[src/logic/tdd_bus_map.svh]
// timing and width constants for the shared bus direction block
`ifndef TDD_BUS_MAP_SVH
`define TDD_BUS_MAP_SVH
`define TDD_BUS_WIDTH 10
`define TDD_CLK_PERIOD_PS 25000
`define TDD_TURN_TIME_PS 500000
`define TDD_TURN_CYCLES ((`TDD_TURN_TIME_PS) / (`TDD_CLK_PERIOD_PS))
`define TDD_TURN_CNT_W 5
`endif

[src/logic/tdd_bus_pkg.sv]
// types for the shared bus direction block
package tdd_bus_pkg;
   typedef enum logic [1:0] {st_rx, st_to_tx, st_tx, st_to_rx} dir_state_t;
endpackage

[src/logic/tdd_word_if.sv]
// valid/ready word carrier between buffer and top
`timescale 1ns/100ps
interface tdd_word_if #(parameter int W = 10);
   logic in_valid;
   logic in_ready;
   logic [W-1:0] in_data;
   logic out_valid;
   logic out_ready;
   logic [W-1:0] out_data;
   modport buf_side (input in_valid, output in_ready, input in_data, output out_valid, input out_ready,
      output out_data);
   modport user_side (output in_valid, input in_ready, output in_data, input out_valid, output out_ready,
      input out_data);
endinterface

[src/logic/tdd_skid_buf.sv]
// two-entry valid/ready buffer
`timescale 1ns/100ps
module tdd_skid_buf #(
   parameter int W = 10,
   parameter int DEPTH = 2
)(
   input wire logic i_clk,
   input wire logic i_reset,
   input wire logic i_flush,
   tdd_word_if.buf_side bus
);
   localparam int AW = (DEPTH > 1) ? $clog2(DEPTH) : 1;
   logic [W-1:0] mem_reg [DEPTH];
   logic [AW-1:0] wr_reg;
   logic [AW-1:0] rd_reg;
   logic [AW:0] cnt_reg;
   logic push;
   logic pop;

   assign bus.in_ready = (cnt_reg != (AW+1)'(DEPTH));
   assign bus.out_valid = (cnt_reg != '0);
   assign bus.out_data = mem_reg[rd_reg];
   assign push = bus.in_valid && bus.in_ready;
   assign pop = bus.out_valid && bus.out_ready;

   always_ff @(posedge i_clk)
   begin
      if (push)
      begin
         mem_reg[wr_reg] <= bus.in_data;
      end
   end

   // flush drops stale words when the bus direction turns
   always_ff @(posedge i_clk)
   begin
      if (i_reset || i_flush)
      begin
         wr_reg <= '0;
         rd_reg <= '0;
         cnt_reg <= '0;
      end
      else
      begin
         if (push)
         begin
            wr_reg <= (wr_reg == AW'(DEPTH-1)) ? '0 : wr_reg + 1'b1;
         end
         if (pop)
         begin
            rd_reg <= (rd_reg == AW'(DEPTH-1)) ? '0 : rd_reg + 1'b1;
         end
         if (push && !pop)
         begin
            cnt_reg <= cnt_reg + 1'b1;
         end
         else if (pop && !push)
         begin
            cnt_reg <= cnt_reg - 1'b1;
         end
      end
   end

   property p_no_overflow;
      @(posedge i_clk) disable iff (i_reset)
      (cnt_reg == (AW+1)'(DEPTH)) |-> !bus.in_ready;
   endproperty
   a_no_overflow: assert property (p_no_overflow) else $error("buffer accepts while full");
endmodule

[src/logic/tdd_bus_dir.sv]
// direction control for the shared half-duplex converter data bus
`timescale 1ns/100ps
`include "tdd_bus_map.svh"
module tdd_bus_dir #(
   parameter int W = `TDD_BUS_WIDTH,
   parameter int TURN_CYCLES = `TDD_TURN_CYCLES
)(
   input wire logic i_clk,
   input wire logic i_reset,
   input wire logic i_tx_sel_pin,
   input wire logic i_use_serial,
   input wire logic i_serial_tx,
   input wire logic i_fast_mode,
   input wire logic i_rx_valid,
   output logic o_rx_ready,
   input wire logic [W-1:0] i_rx_word,
   input wire logic [W-1:0] i_bus_in,
   output logic [W-1:0] o_bus_out,
   output logic o_bus_oe_n,
   output logic o_tx_valid,
   output logic [W-1:0] o_tx_word,
   output logic o_tx_mode,
   output logic o_busy
);
   localparam int CW = `TDD_TURN_CNT_W;
   localparam logic [CW-1:0] TURN_LAST = CW'(TURN_CYCLES - 1);

   logic pin_meta_reg;
   logic pin_sync_reg;
   logic want_tx;
   logic flush;
   tdd_bus_pkg::dir_state_t state_reg;
   logic [CW-1:0] cnt_reg;
   logic bus_drive;
   logic tx_open;
   tdd_word_if #(.W(W)) rxw ();

   // pin arrives from the baseband's own timing, so it is synchronised first
   always_ff @(posedge i_clk)
   begin
      if (i_reset)
      begin
         pin_meta_reg <= 1'b0;
         pin_sync_reg <= 1'b0;
      end
      else
      begin
         pin_meta_reg <= i_tx_sel_pin;
         pin_sync_reg <= pin_meta_reg;
      end
   end

   assign want_tx = i_use_serial ? i_serial_tx : pin_sync_reg;

   // slow mode simply takes the same turn time; the counter bounds both modes, as i_fast_mode is not used here
   always_ff @(posedge i_clk)
   begin
      if (i_reset)
      begin
         state_reg <= tdd_bus_pkg::st_rx;
         cnt_reg <= '0;
      end
      else
      begin
         case (state_reg)
            tdd_bus_pkg::st_rx:
            begin
               cnt_reg <= '0;
               if (want_tx)
               begin
                  state_reg <= tdd_bus_pkg::st_to_tx;
               end
            end
            tdd_bus_pkg::st_to_tx:
            begin
               cnt_reg <= cnt_reg + 1'b1;
               if (!want_tx)
               begin
                  state_reg <= tdd_bus_pkg::st_rx;
               end
               else if (cnt_reg == TURN_LAST)
               begin
                  state_reg <= tdd_bus_pkg::st_tx;
               end
            end
            tdd_bus_pkg::st_tx:
            begin
               cnt_reg <= '0;
               if (!want_tx)
               begin
                  state_reg <= tdd_bus_pkg::st_to_rx;
               end
            end
            default:
            begin
               cnt_reg <= cnt_reg + 1'b1;
               if (want_tx)
               begin
                  state_reg <= tdd_bus_pkg::st_tx;
               end
               else if (cnt_reg == TURN_LAST)
               begin
                  state_reg <= tdd_bus_pkg::st_rx;
               end
            end
         endcase
      end
   end

   assign bus_drive = (state_reg == tdd_bus_pkg::st_rx);
   assign tx_open = (state_reg == tdd_bus_pkg::st_tx);
   assign flush = !bus_drive;

   // rx words buffered two deep; the flush while the bus is out of receive drops any word still held
   assign rxw.in_valid = i_rx_valid;
   assign rxw.in_data = i_rx_word;
   assign o_rx_ready = rxw.in_ready;
   assign rxw.out_ready = bus_drive;

   tdd_skid_buf #(.W(W), .DEPTH(2)) u_rx_buf (
      .i_clk(i_clk),
      .i_reset(i_reset),
      .i_flush(flush),
      .bus(rxw.buf_side)
   );

   // rx converter output stage onto the shared bus
   always_ff @(posedge i_clk)
   begin
      if (i_reset)
      begin
         o_bus_out <= '0;
         o_bus_oe_n <= 1'b1;
      end
      else
      begin
         o_bus_oe_n <= !bus_drive;
         if (bus_drive && rxw.out_valid)
         begin
            o_bus_out <= rxw.out_data;
         end
      end
   end

   // tx converter input capture, independent of the rx side
   always_ff @(posedge i_clk)
   begin
      if (i_reset)
      begin
         o_tx_valid <= 1'b0;
         o_tx_word <= '0;
      end
      else
      begin
         o_tx_valid <= tx_open;
         if (tx_open)
         begin
            o_tx_word <= i_bus_in;
         end
      end
   end

   assign o_tx_mode = tx_open;
   assign o_busy = (state_reg == tdd_bus_pkg::st_to_tx) || (state_reg == tdd_bus_pkg::st_to_rx);

   property p_no_drive_in_tx;
      @(posedge i_clk) disable iff (i_reset)
      (state_reg == tdd_bus_pkg::st_tx) |=> o_bus_oe_n;
   endproperty
   a_no_drive_in_tx: assert property (p_no_drive_in_tx) else $error("rx drivers on during transmit");

   property p_no_take_in_rx;
      @(posedge i_clk) disable iff (i_reset)
      (state_reg == tdd_bus_pkg::st_rx) |=> !o_tx_valid;
   endproperty
   a_no_take_in_rx: assert property (p_no_take_in_rx) else $error("tx path takes word in receive");

   // the turn counter bounds the changeover, so the check watches the counter instead of a long repeat
   property p_turn_time;
      @(posedge i_clk) disable iff (i_reset)
      (i_fast_mode && state_reg == tdd_bus_pkg::st_to_tx && want_tx && cnt_reg == TURN_LAST) |=> o_tx_mode;
   endproperty
   a_turn_time: assert property (p_turn_time) else $error("changeover not finished at turn count");

   property p_turn_bound;
      @(posedge i_clk) disable iff (i_reset)
      (state_reg == tdd_bus_pkg::st_to_tx || state_reg == tdd_bus_pkg::st_to_rx) |-> (cnt_reg <= TURN_LAST);
   endproperty
   a_turn_bound: assert property (p_turn_bound) else $error("turn counter past its last count");

   property p_select;
      @(posedge i_clk) disable iff (i_reset)
      (state_reg == tdd_bus_pkg::st_tx && !want_tx) |=> (state_reg == tdd_bus_pkg::st_to_rx);
   endproperty
   a_select: assert property (p_select) else $error("select ignored");

   property p_exclusive;
      @(posedge i_clk) disable iff (i_reset)
      !(o_tx_valid && !o_bus_oe_n);
   endproperty
   a_exclusive: assert property (p_exclusive) else $error("both directions active");

   property p_rx_indep;
      @(posedge i_clk) disable iff (i_reset)
      (bus_drive && rxw.out_valid) |=> (o_bus_out == $past(rxw.out_data));
   endproperty
   a_rx_indep: assert property (p_rx_indep) else $error("rx word not put on bus");

   property p_tx_capture;
      @(posedge i_clk) disable iff (i_reset)
      tx_open |=> (o_tx_word == $past(i_bus_in));
   endproperty
   a_tx_capture: assert property (p_tx_capture) else $error("tx word not captured");
endmodule

[config.mk]
export PLATFORM = sky130hd
export DESIGN_NAME = tdd_bus_dir
export DESIGN_NICKNAME = d
export VERILOG_FILES = /design/src/logic/tdd_bus_pkg.sv /design/src/logic/tdd_word_if.sv /design/src/logic/tdd_skid_buf.sv /design/src/logic/tdd_bus_dir.sv
export VERILOG_INCLUDE_DIRS = /design/src /design/src/logic
export SDC_FILE = /design/constraint.sdc
export NUM_CORES = 1
export LEC_CHECK = 0
export CAP_MARGIN = 20
export CORE_MARGIN = 4
export CORE_UTILIZATION = 55
export CTS_BUF_LIST = sky130_fd_sc_hd__clkbuf_4 sky130_fd_sc_hd__clkbuf_8 sky130_fd_sc_hd__clkbuf_16
export DETAILED_ROUTE_END_ITERATION = 12
export DONT_BUFFER_PORTS = 1
export MAX_ROUTING_LAYER = met4
export PLACE_DENSITY_LB_ADDON = 0.25
export SETUP_SLACK_MARGIN = 0.02
export SYNTH_ARGS = -nofsm -noshare
export SYNTH_HDL_FRONTEND = slang
export SYNTH_HIERARCHICAL = 1
export SYNTH_SLANG_ARGS = --single-unit
[constraint.sdc]
create_clock -name i_clk -period 1.75 [get_ports i_clk]
set_clock_uncertainty 0.15 [all_clocks]
set_input_delay 0.0875 -clock i_clk [delete_from_list [all_inputs] [get_ports i_clk]]
set_output_delay 0.0875 -clock i_clk [all_outputs]
set_load 0.02 [all_outputs]
==> results of run 1 <==
-- cell families after synthesis --
group	count (synthesis)	synth area share, %
buffers and inverters	12	3.039
xor gates and xnor gates	7	2.979
muxes	21	10.82
DFF	56	64.19
and+or+nand+nor	58	13.07
AOI/OAI and AO/OA	17	4.681
adders and majority gates	2	1.216
-- power by group through the flow --
stage	Combinational, W	Sequential [W]	Clock (W)
finish	0.000729	0.00173	0.000821
global route	0.000804	0.00175	0.000901
CTS	0.000728	0.00173	0.000841
detailed placement	0.000643	0.00176	0
global placement	0.000612	0.00176	0
floorplan	0.000563	0.00171	0
-- cell type report --
class / instances / area [µm²]
Clock buffer: 5 / 68.82
Clock inverter: 3 / 46.29
Fill cell: 240 / 939.7
Inverter: 4 / 15.01
Multi-Input combinational cell: 105 / 704.4
Sequential cell: 56 / 1324
Tap cell: 46 / 57.56
Timing Repair Buffer: 33 / 312.8
-- routing by layer --
metal	up-vias	GRT usage [%]
met2	38	31.57
met3	5	4.493
li1	653	-
met1	637	16.71
met4	0	6.508
met5	-	-
-- through the flow --
stage / util, % / instance area [µm²] / power, W / setup TNS [ps] / worst slack (ps)
4_1_cts: 72.73 / 2522 / 0.003301 / 0 / 38.33
6_report: 72.91 / 2529 / 0.003281 / 0 / 73.90
3_5_place_dp: 61.83 / 2145 / 0.002404 / -5.446 / -5.446
5_1_grt: 72.91 / 2529 / 0.003459 / 0 / 17.25
3_3_place_gp: 61.83 / 2145 / 0.002368 / 0 / 93.89
2_1_floorplan: - / 2074 / 0.002277 / 0 / 76.65
-- worst min path at each step --
| stage | cells after the start | start | slack, ps | to |
|---|---|---|---|---|
| final | 2 | i_rx_valid | 90 | u_rx_buf/mem_reg[1][3] |
| after global placement | 1 | i_reset | 10 | flip-flop |
| after CTS | 2 | i_rx_valid | 90 | u_rx_buf/mem_reg[1][4] |
| after global routing | 2 | i_rx_valid | 100 | u_rx_buf/mem_reg[1][3] |
| after detailed placement | 1 | i_reset | 10 | o_tx_word[6] |
| after floorplan | 0 | i_rx_word[0] | 40 | u_rx_buf/mem_reg[0][0] |
-- repair_timing --
action,4_1_cts,5_1_grt
endpoints found under the setup margin,1,4
hold buffers,25,0
hold endpoints to repair,56,0
resized for setup,1,3
pin swaps,1,1
-- placed cells by master, fill, tap and decap left out, types with 5 or more instances in the layout --
cell type / n
dfxtp_1: 34
dlygate4sd3_1: 24
nor2_1: 20
nand2_1: 20
edfxtp_1: 20
mux2i_1: 11
a21oi_1: 11
mux2_2: 10
buf_4: 8
xor2_1: 6
clkbuf_8: 5
==> results.ini, run 1 <==
[synthesis]
synth-seq-cells = 56
synth_cell_types = 30
ys_warn_count = 6
yosys.area.top_type = dfxtp_1
netlist_area_um2 = 2058
asyncSetResetFlopFracSynth_pct = 0
synth_top_cells_by_count = dfxtp_1 (36), edfxtp_1 (20), nand2_1 (20), nor2_1 (20), a21oi_1 (12)
synthCells = 173
synthTopCellsByArea = dfxtp_1 (35%), edfxtp_1 (29%), mux2_2 (5.5%)
syn_area_per_cell_um2 = 11.90
synth-main-ff-cell = dfxtp_1
yosysSeqAreaShare_pct = 64.19
syn-num-nets = 202
synth_top_area_share_pct = 35.02
yosysMostFrequentCell = dfxtp_1
synth_edf_count = 20

[clock_tree]
path_clk_slew_ps = 100
cts_tree = yes
numCtsBuffers = 5
root_buffer = clkbuf_8
clk_path_buf_depth = 2
clock_latency_ps = 300
htree_levels = 2
post_cts.repair.setup_buffers = 0
cts_num_sinks = 56

[floorplan]
die_y_um = 69.18
die_area_um2 = 4785
num_io_pins = 52
die_w_um = 69.18
core_region_area_um2 = 3468
rows = 21
start_util_pct = 59.34

[sta]
setup_viol = 0
post-route-min-period_ps = 1676
slew_headroom_pct = 35.36
maxSlewViolCount = 0
rsz0062_at_grt = no
finalCritPeriodShare_pct = 95.78
hold_ws_ps = 91.69
tightest_slew_ps = 969.6
finalHoldViolCount = 0
fmax_mhz = 596.6

[layout]
final_cells = 252
nets = 234
drive_above_1_share_pct = 18.93
area_growth_pct = 22.86
num_antenna_cells = 0
largest_reg_flops = 20

[route]
wirelength_um = 3739
ant_nets = 0
drt_first_iter_violations = 80
drcViolationCount = 0
wl_met2_um = 1962
avgRoutedWirePerCell_um = 14.84
num_vias = 1333
dr.pass1.iters = 4
drt-vias-per-instance = 5.290
wl_met3_um = 223
highest_layer = met4
drt-met1-wl_um = 1506

[critical_path]
cp_slowest_cell = dfxtp_2
crit_cells = 7
cp.arrival_ps = 1760
critical_path_buf_inv_count = 1
cpPeakStageDelay_ps = 330
r2r_cells = 7
critical_path_class = reg2reg
worstPathRequired_ps = 1830
r2r_setup_slack_ps = 70
crit_end = u_rx_buf/cnt_reg[1]
endpoint_kind = flip-flop
critPathMaxFanout = 2
path_cells = or2_4, inv_2, o21ai_2, ha_4, xor2_1, or3_1, a21oi_2
rr_endpoint = u_rx_buf/cnt_reg[1]
crit_path_start_kind = flip-flop
critPathTopFamily = simple AND/OR/NAND/NOR gates

[pwr]
p_switching_w = 0.0009244
p_int_w = 0.002357
p_leak_nw = 0.9433
pwr-share-seq_pct = 52.8
combPwrFrac_pct = 22.2
clkPwrFrac_pct = 25.0
irDropWorstVdd_v = 0.0007050
swShare_pct = 28.17
powerDensity_nw_per_um2 = 1298

[flow_run]
maxCapViolCount = 0

[run_status]
status = finished, final reports clean

[placed_design]
hpwl_um = 2431
portBuffers = 0
routabilityCongestion = 0.8034
placedCellCount = 219

[min_path]
hp-class = in2reg

[grt]
grt_pass1_vias = 1393
globalRouteTotalUtil_pct = 16.99
grt_max_degree = 29
grt_pass1_wl_um = 6354
antenna_found_initial = 0
grt_overflow_total = 0

Power figures use the tool's default switching activity.
==> inputs of run 2 (changes only) <==
- BUFFER_PORTS_ARGS: not set -> -buffer_cell sky130_fd_sc_hd__buf_4
- CORE_ASPECT_RATIO: not set -> 0.75
- CORE_UTILIZATION: 55 -> 46
- DONT_BUFFER_PORTS: 1 -> not set
==> run 2 against run 1 <==
  * Power rose by 7.3%
  * Fmax is 1.1% higher
  * Final cell count is 23% higher
  * Highest routed layer unchanged
  * Largest cell class unchanged
  * Final area grew 15%
  * Die area increased by 17%
  * Critical path depth is 3 lower
  * Register-to-register slack improved by 50 ps
==> results.ini, run 2 (synthesized netlist as in run 1, its figures left out) <==
[floorplan]
core_region_area_um2 = 4179  ; +20%
die_y_um = 65.93  ; -4.7%
die_area_um2 = 5620  ; +17%
die_w_um = 85.24  ; +23%
rows = 20  ; -4.8%
start_util_pct = 49.25  ; -10 points
num_io_pins = 52  ; unchanged

[placed_design]
portBuffers = 50  ; +50
hpwl_um = 2601  ; +7.0%
routabilityCongestion = 0.6859  ; -15%

[critical_path]
crit_top_cell = buf_4
path_cells = buf_4, nand2b_1, inv_1, buf_4
cp.arrival_ps = 1420  ; -340 ps
critical_path_buf_inv_count = 3  ; +2
critical_path_class = reg2out
cpPeakStageDelay_ps = 330  ; about the same
critPathTopFamily = buffers and inverters
cp_slowest_cell = dfxtp_2
critPathMaxFanout = 11  ; +9
crit_path_start_kind = flip-flop
endpoint_kind = output pin
worstPathRequired_ps = 1510  ; -320 ps

[sta]
maxSlewViolCount = 0  ; unchanged
tightest_slew_ps = 345.6  ; -623.9 ps
setup_viol = 0  ; unchanged
final.setup.tns_ps = 0  ; unchanged
finalHoldViolCount = 0  ; unchanged
hold_ws_ps = 59.03  ; -32.65 ps
finalCritPeriodShare_pct = 94.69  ; -1.1 points
post-route-min-period_ps = 1657  ; -18.98 ps
rsz0062_at_grt = no
fmax_mhz = 603.5  ; +1.1%
slew_headroom_pct = 76.93  ; +42 points

[pwr]
irDropWorstVdd_v = 0.0006072  ; -14%
p_leak_nw = 1.194  ; +27%
clkPwrFrac_pct = 24.4  ; -0.6 points
powerDensity_nw_per_um2 = 1210  ; -6.7%
combPwrFrac_pct = 29.9  ; +7.7 points
pwr-share-seq_pct = 45.7  ; -7.1 points
p_int_w = 0.002559  ; +8.6%
swShare_pct = 27.36  ; -0.82 points
p_switching_w = 0.0009636  ; +4.2%

[layout]
drive_above_1_share_pct = 35.04  ; +16 points
area_growth_pct = 41.40
num_antenna_cells = 0  ; unchanged
final_common_cell = buf_4
nets = 282  ; +21%
fin_util_pct = 69.64  ; -3.3 points
largest_reg_flops = 20  ; unchanged
final_cell_mix = buf_4 (57), dfxtp_1 (32), dlygate4sd3_1 (23)

[clock_tree]
cts_tree = yes
clk_path_buf_depth = 2  ; unchanged
clock_latency_ps = 300  ; about the same
root_buffer = clkbuf_8
post_cts.repair.setup_buffers = 0  ; unchanged
cts_num_sinks = 56  ; unchanged
path_clk_slew_ps = 90  ; about the same
htree_levels = 2  ; unchanged
numCtsBuffers = 5  ; unchanged

[grt]
grt_max_degree = 29  ; unchanged
antenna_found_initial = 0  ; unchanged
grt_pass1_vias = 1384  ; -0.65%
grt_overflow_total = 0  ; unchanged
globalRouteTotalUtil_pct = 15.48  ; -1.5 points
grt_pass1_wl_um = 6520  ; +2.6%

[run_status]
status = finished, final reports clean

[route]
drt-vias-per-instance = 4.650  ; -12%
num_vias = 1437  ; +7.8%
wirelength_um = 3976  ; +6.3%
drt_first_iter_violations = 81  ; +1.3%
ant_nets = 0  ; unchanged
dr.pass1.iters = 4  ; unchanged
avgRoutedWirePerCell_um = 12.87  ; -13%
drcViolationCount = 0  ; unchanged

[min_path]
hp-class = in2reg

[flow_run]
maxCapViolCount = 0  ; unchanged

## run 2: cell types whose count changed in the layout (fill, tap and decap cells not counted), sizes merged
cell          before  now
inv                5    4
clkinvlp           1    0
buf                8   58
dlygate4sd3       24   23
clkbuf             5    6
clkinv             0    1
dlymetal6s4s       1    0
## run 2: routing by layer
layer	share of wire, %	track usage, %	vias up
met2	45	24.42	37
met4	1.0	5.336	0
met5	0	-	-
li1	-	-	743
met3	5.7	4.110	5
met1	48	19.43	652
## run 2: power by group through the flow
stage / sequential, W / clock (W) / combinational (W)
global route: 0.00163 / 0.000953 / 0.00115
detailed placement: 0.00164 / 0 / 0.000991
global placement: 0.00163 / 0 / 0.000976
finish: 0.00161 / 0.000861 / 0.00105
floorplan: 0.00171 / 0 / 0.000563
CTS: 0.00161 / 0.000884 / 0.00104
## run 2: repair_timing
| item | in CTS | in global routing |
|---|---|---|
| endpoints found under the hold margin | 38 | 0 |
| gates resized for setup | 1 | 2 |
| endpoints found under the setup margin | 1 | 1 |
| pin swaps | 1 | 1 |
| hold buffers | 23 | 0 |
## run 2: worst paths after layout
kind / from / endpoint / slack (ps) / cells past startpoint
setup / recovery: state_reg[0] / o_tx_mode / 90 / 4
hold / removal: i_serial_tx / flip-flop / 60 / 3
hold reg to reg: cnt_reg[0] / cnt_reg[0] / 300 / 1
setup reg to reg: flip-flop / u_rx_buf/cnt_reg[1] / 120 / 7
## run 2: layout make-up
class	instances	area, µm²
Inverter	4	15.01
Tap cell	55	68.82
Clock inverter	2	38.79
Multi-Input combinational cell	105	700.7
Clock buffer	6	82.58
Timing Repair Buffer	81	678.2
Fill cell	305	1269
Sequential cell	56	1326
## run 2: worst register-to-register path: cells and delay by family (launching register included)
| family | cells | cell delay (ps) |
|---|---|---|
| xor gates and xnor gates | 1 | 140 |
| AOI/OAI and AO/OA | 2 | 190 |
| adders and majority gates | 1 | 160 |
| DFF | 1 | 330 |
| buffers and inverters | 1 | 50 |
| and+or+nand+nor | 2 | 540 |
## run 2: through the flow
stage | power [W] | setup slack [ps] | instances | area, µm²
after global placement | 0.002605 | 83.51 | 278 | 2544
final | 0.003522 | 92.88 | 309 | 2910
after detailed placement | 0.002629 | 49.34 | 278 | 2544
after global routing | 0.003736 | 27.63 | 309 | 2910
after floorplan | 0.002277 | 76.65 | 173 | 2074
after CTS | 0.003534 | 38.06 | 309 | 2897
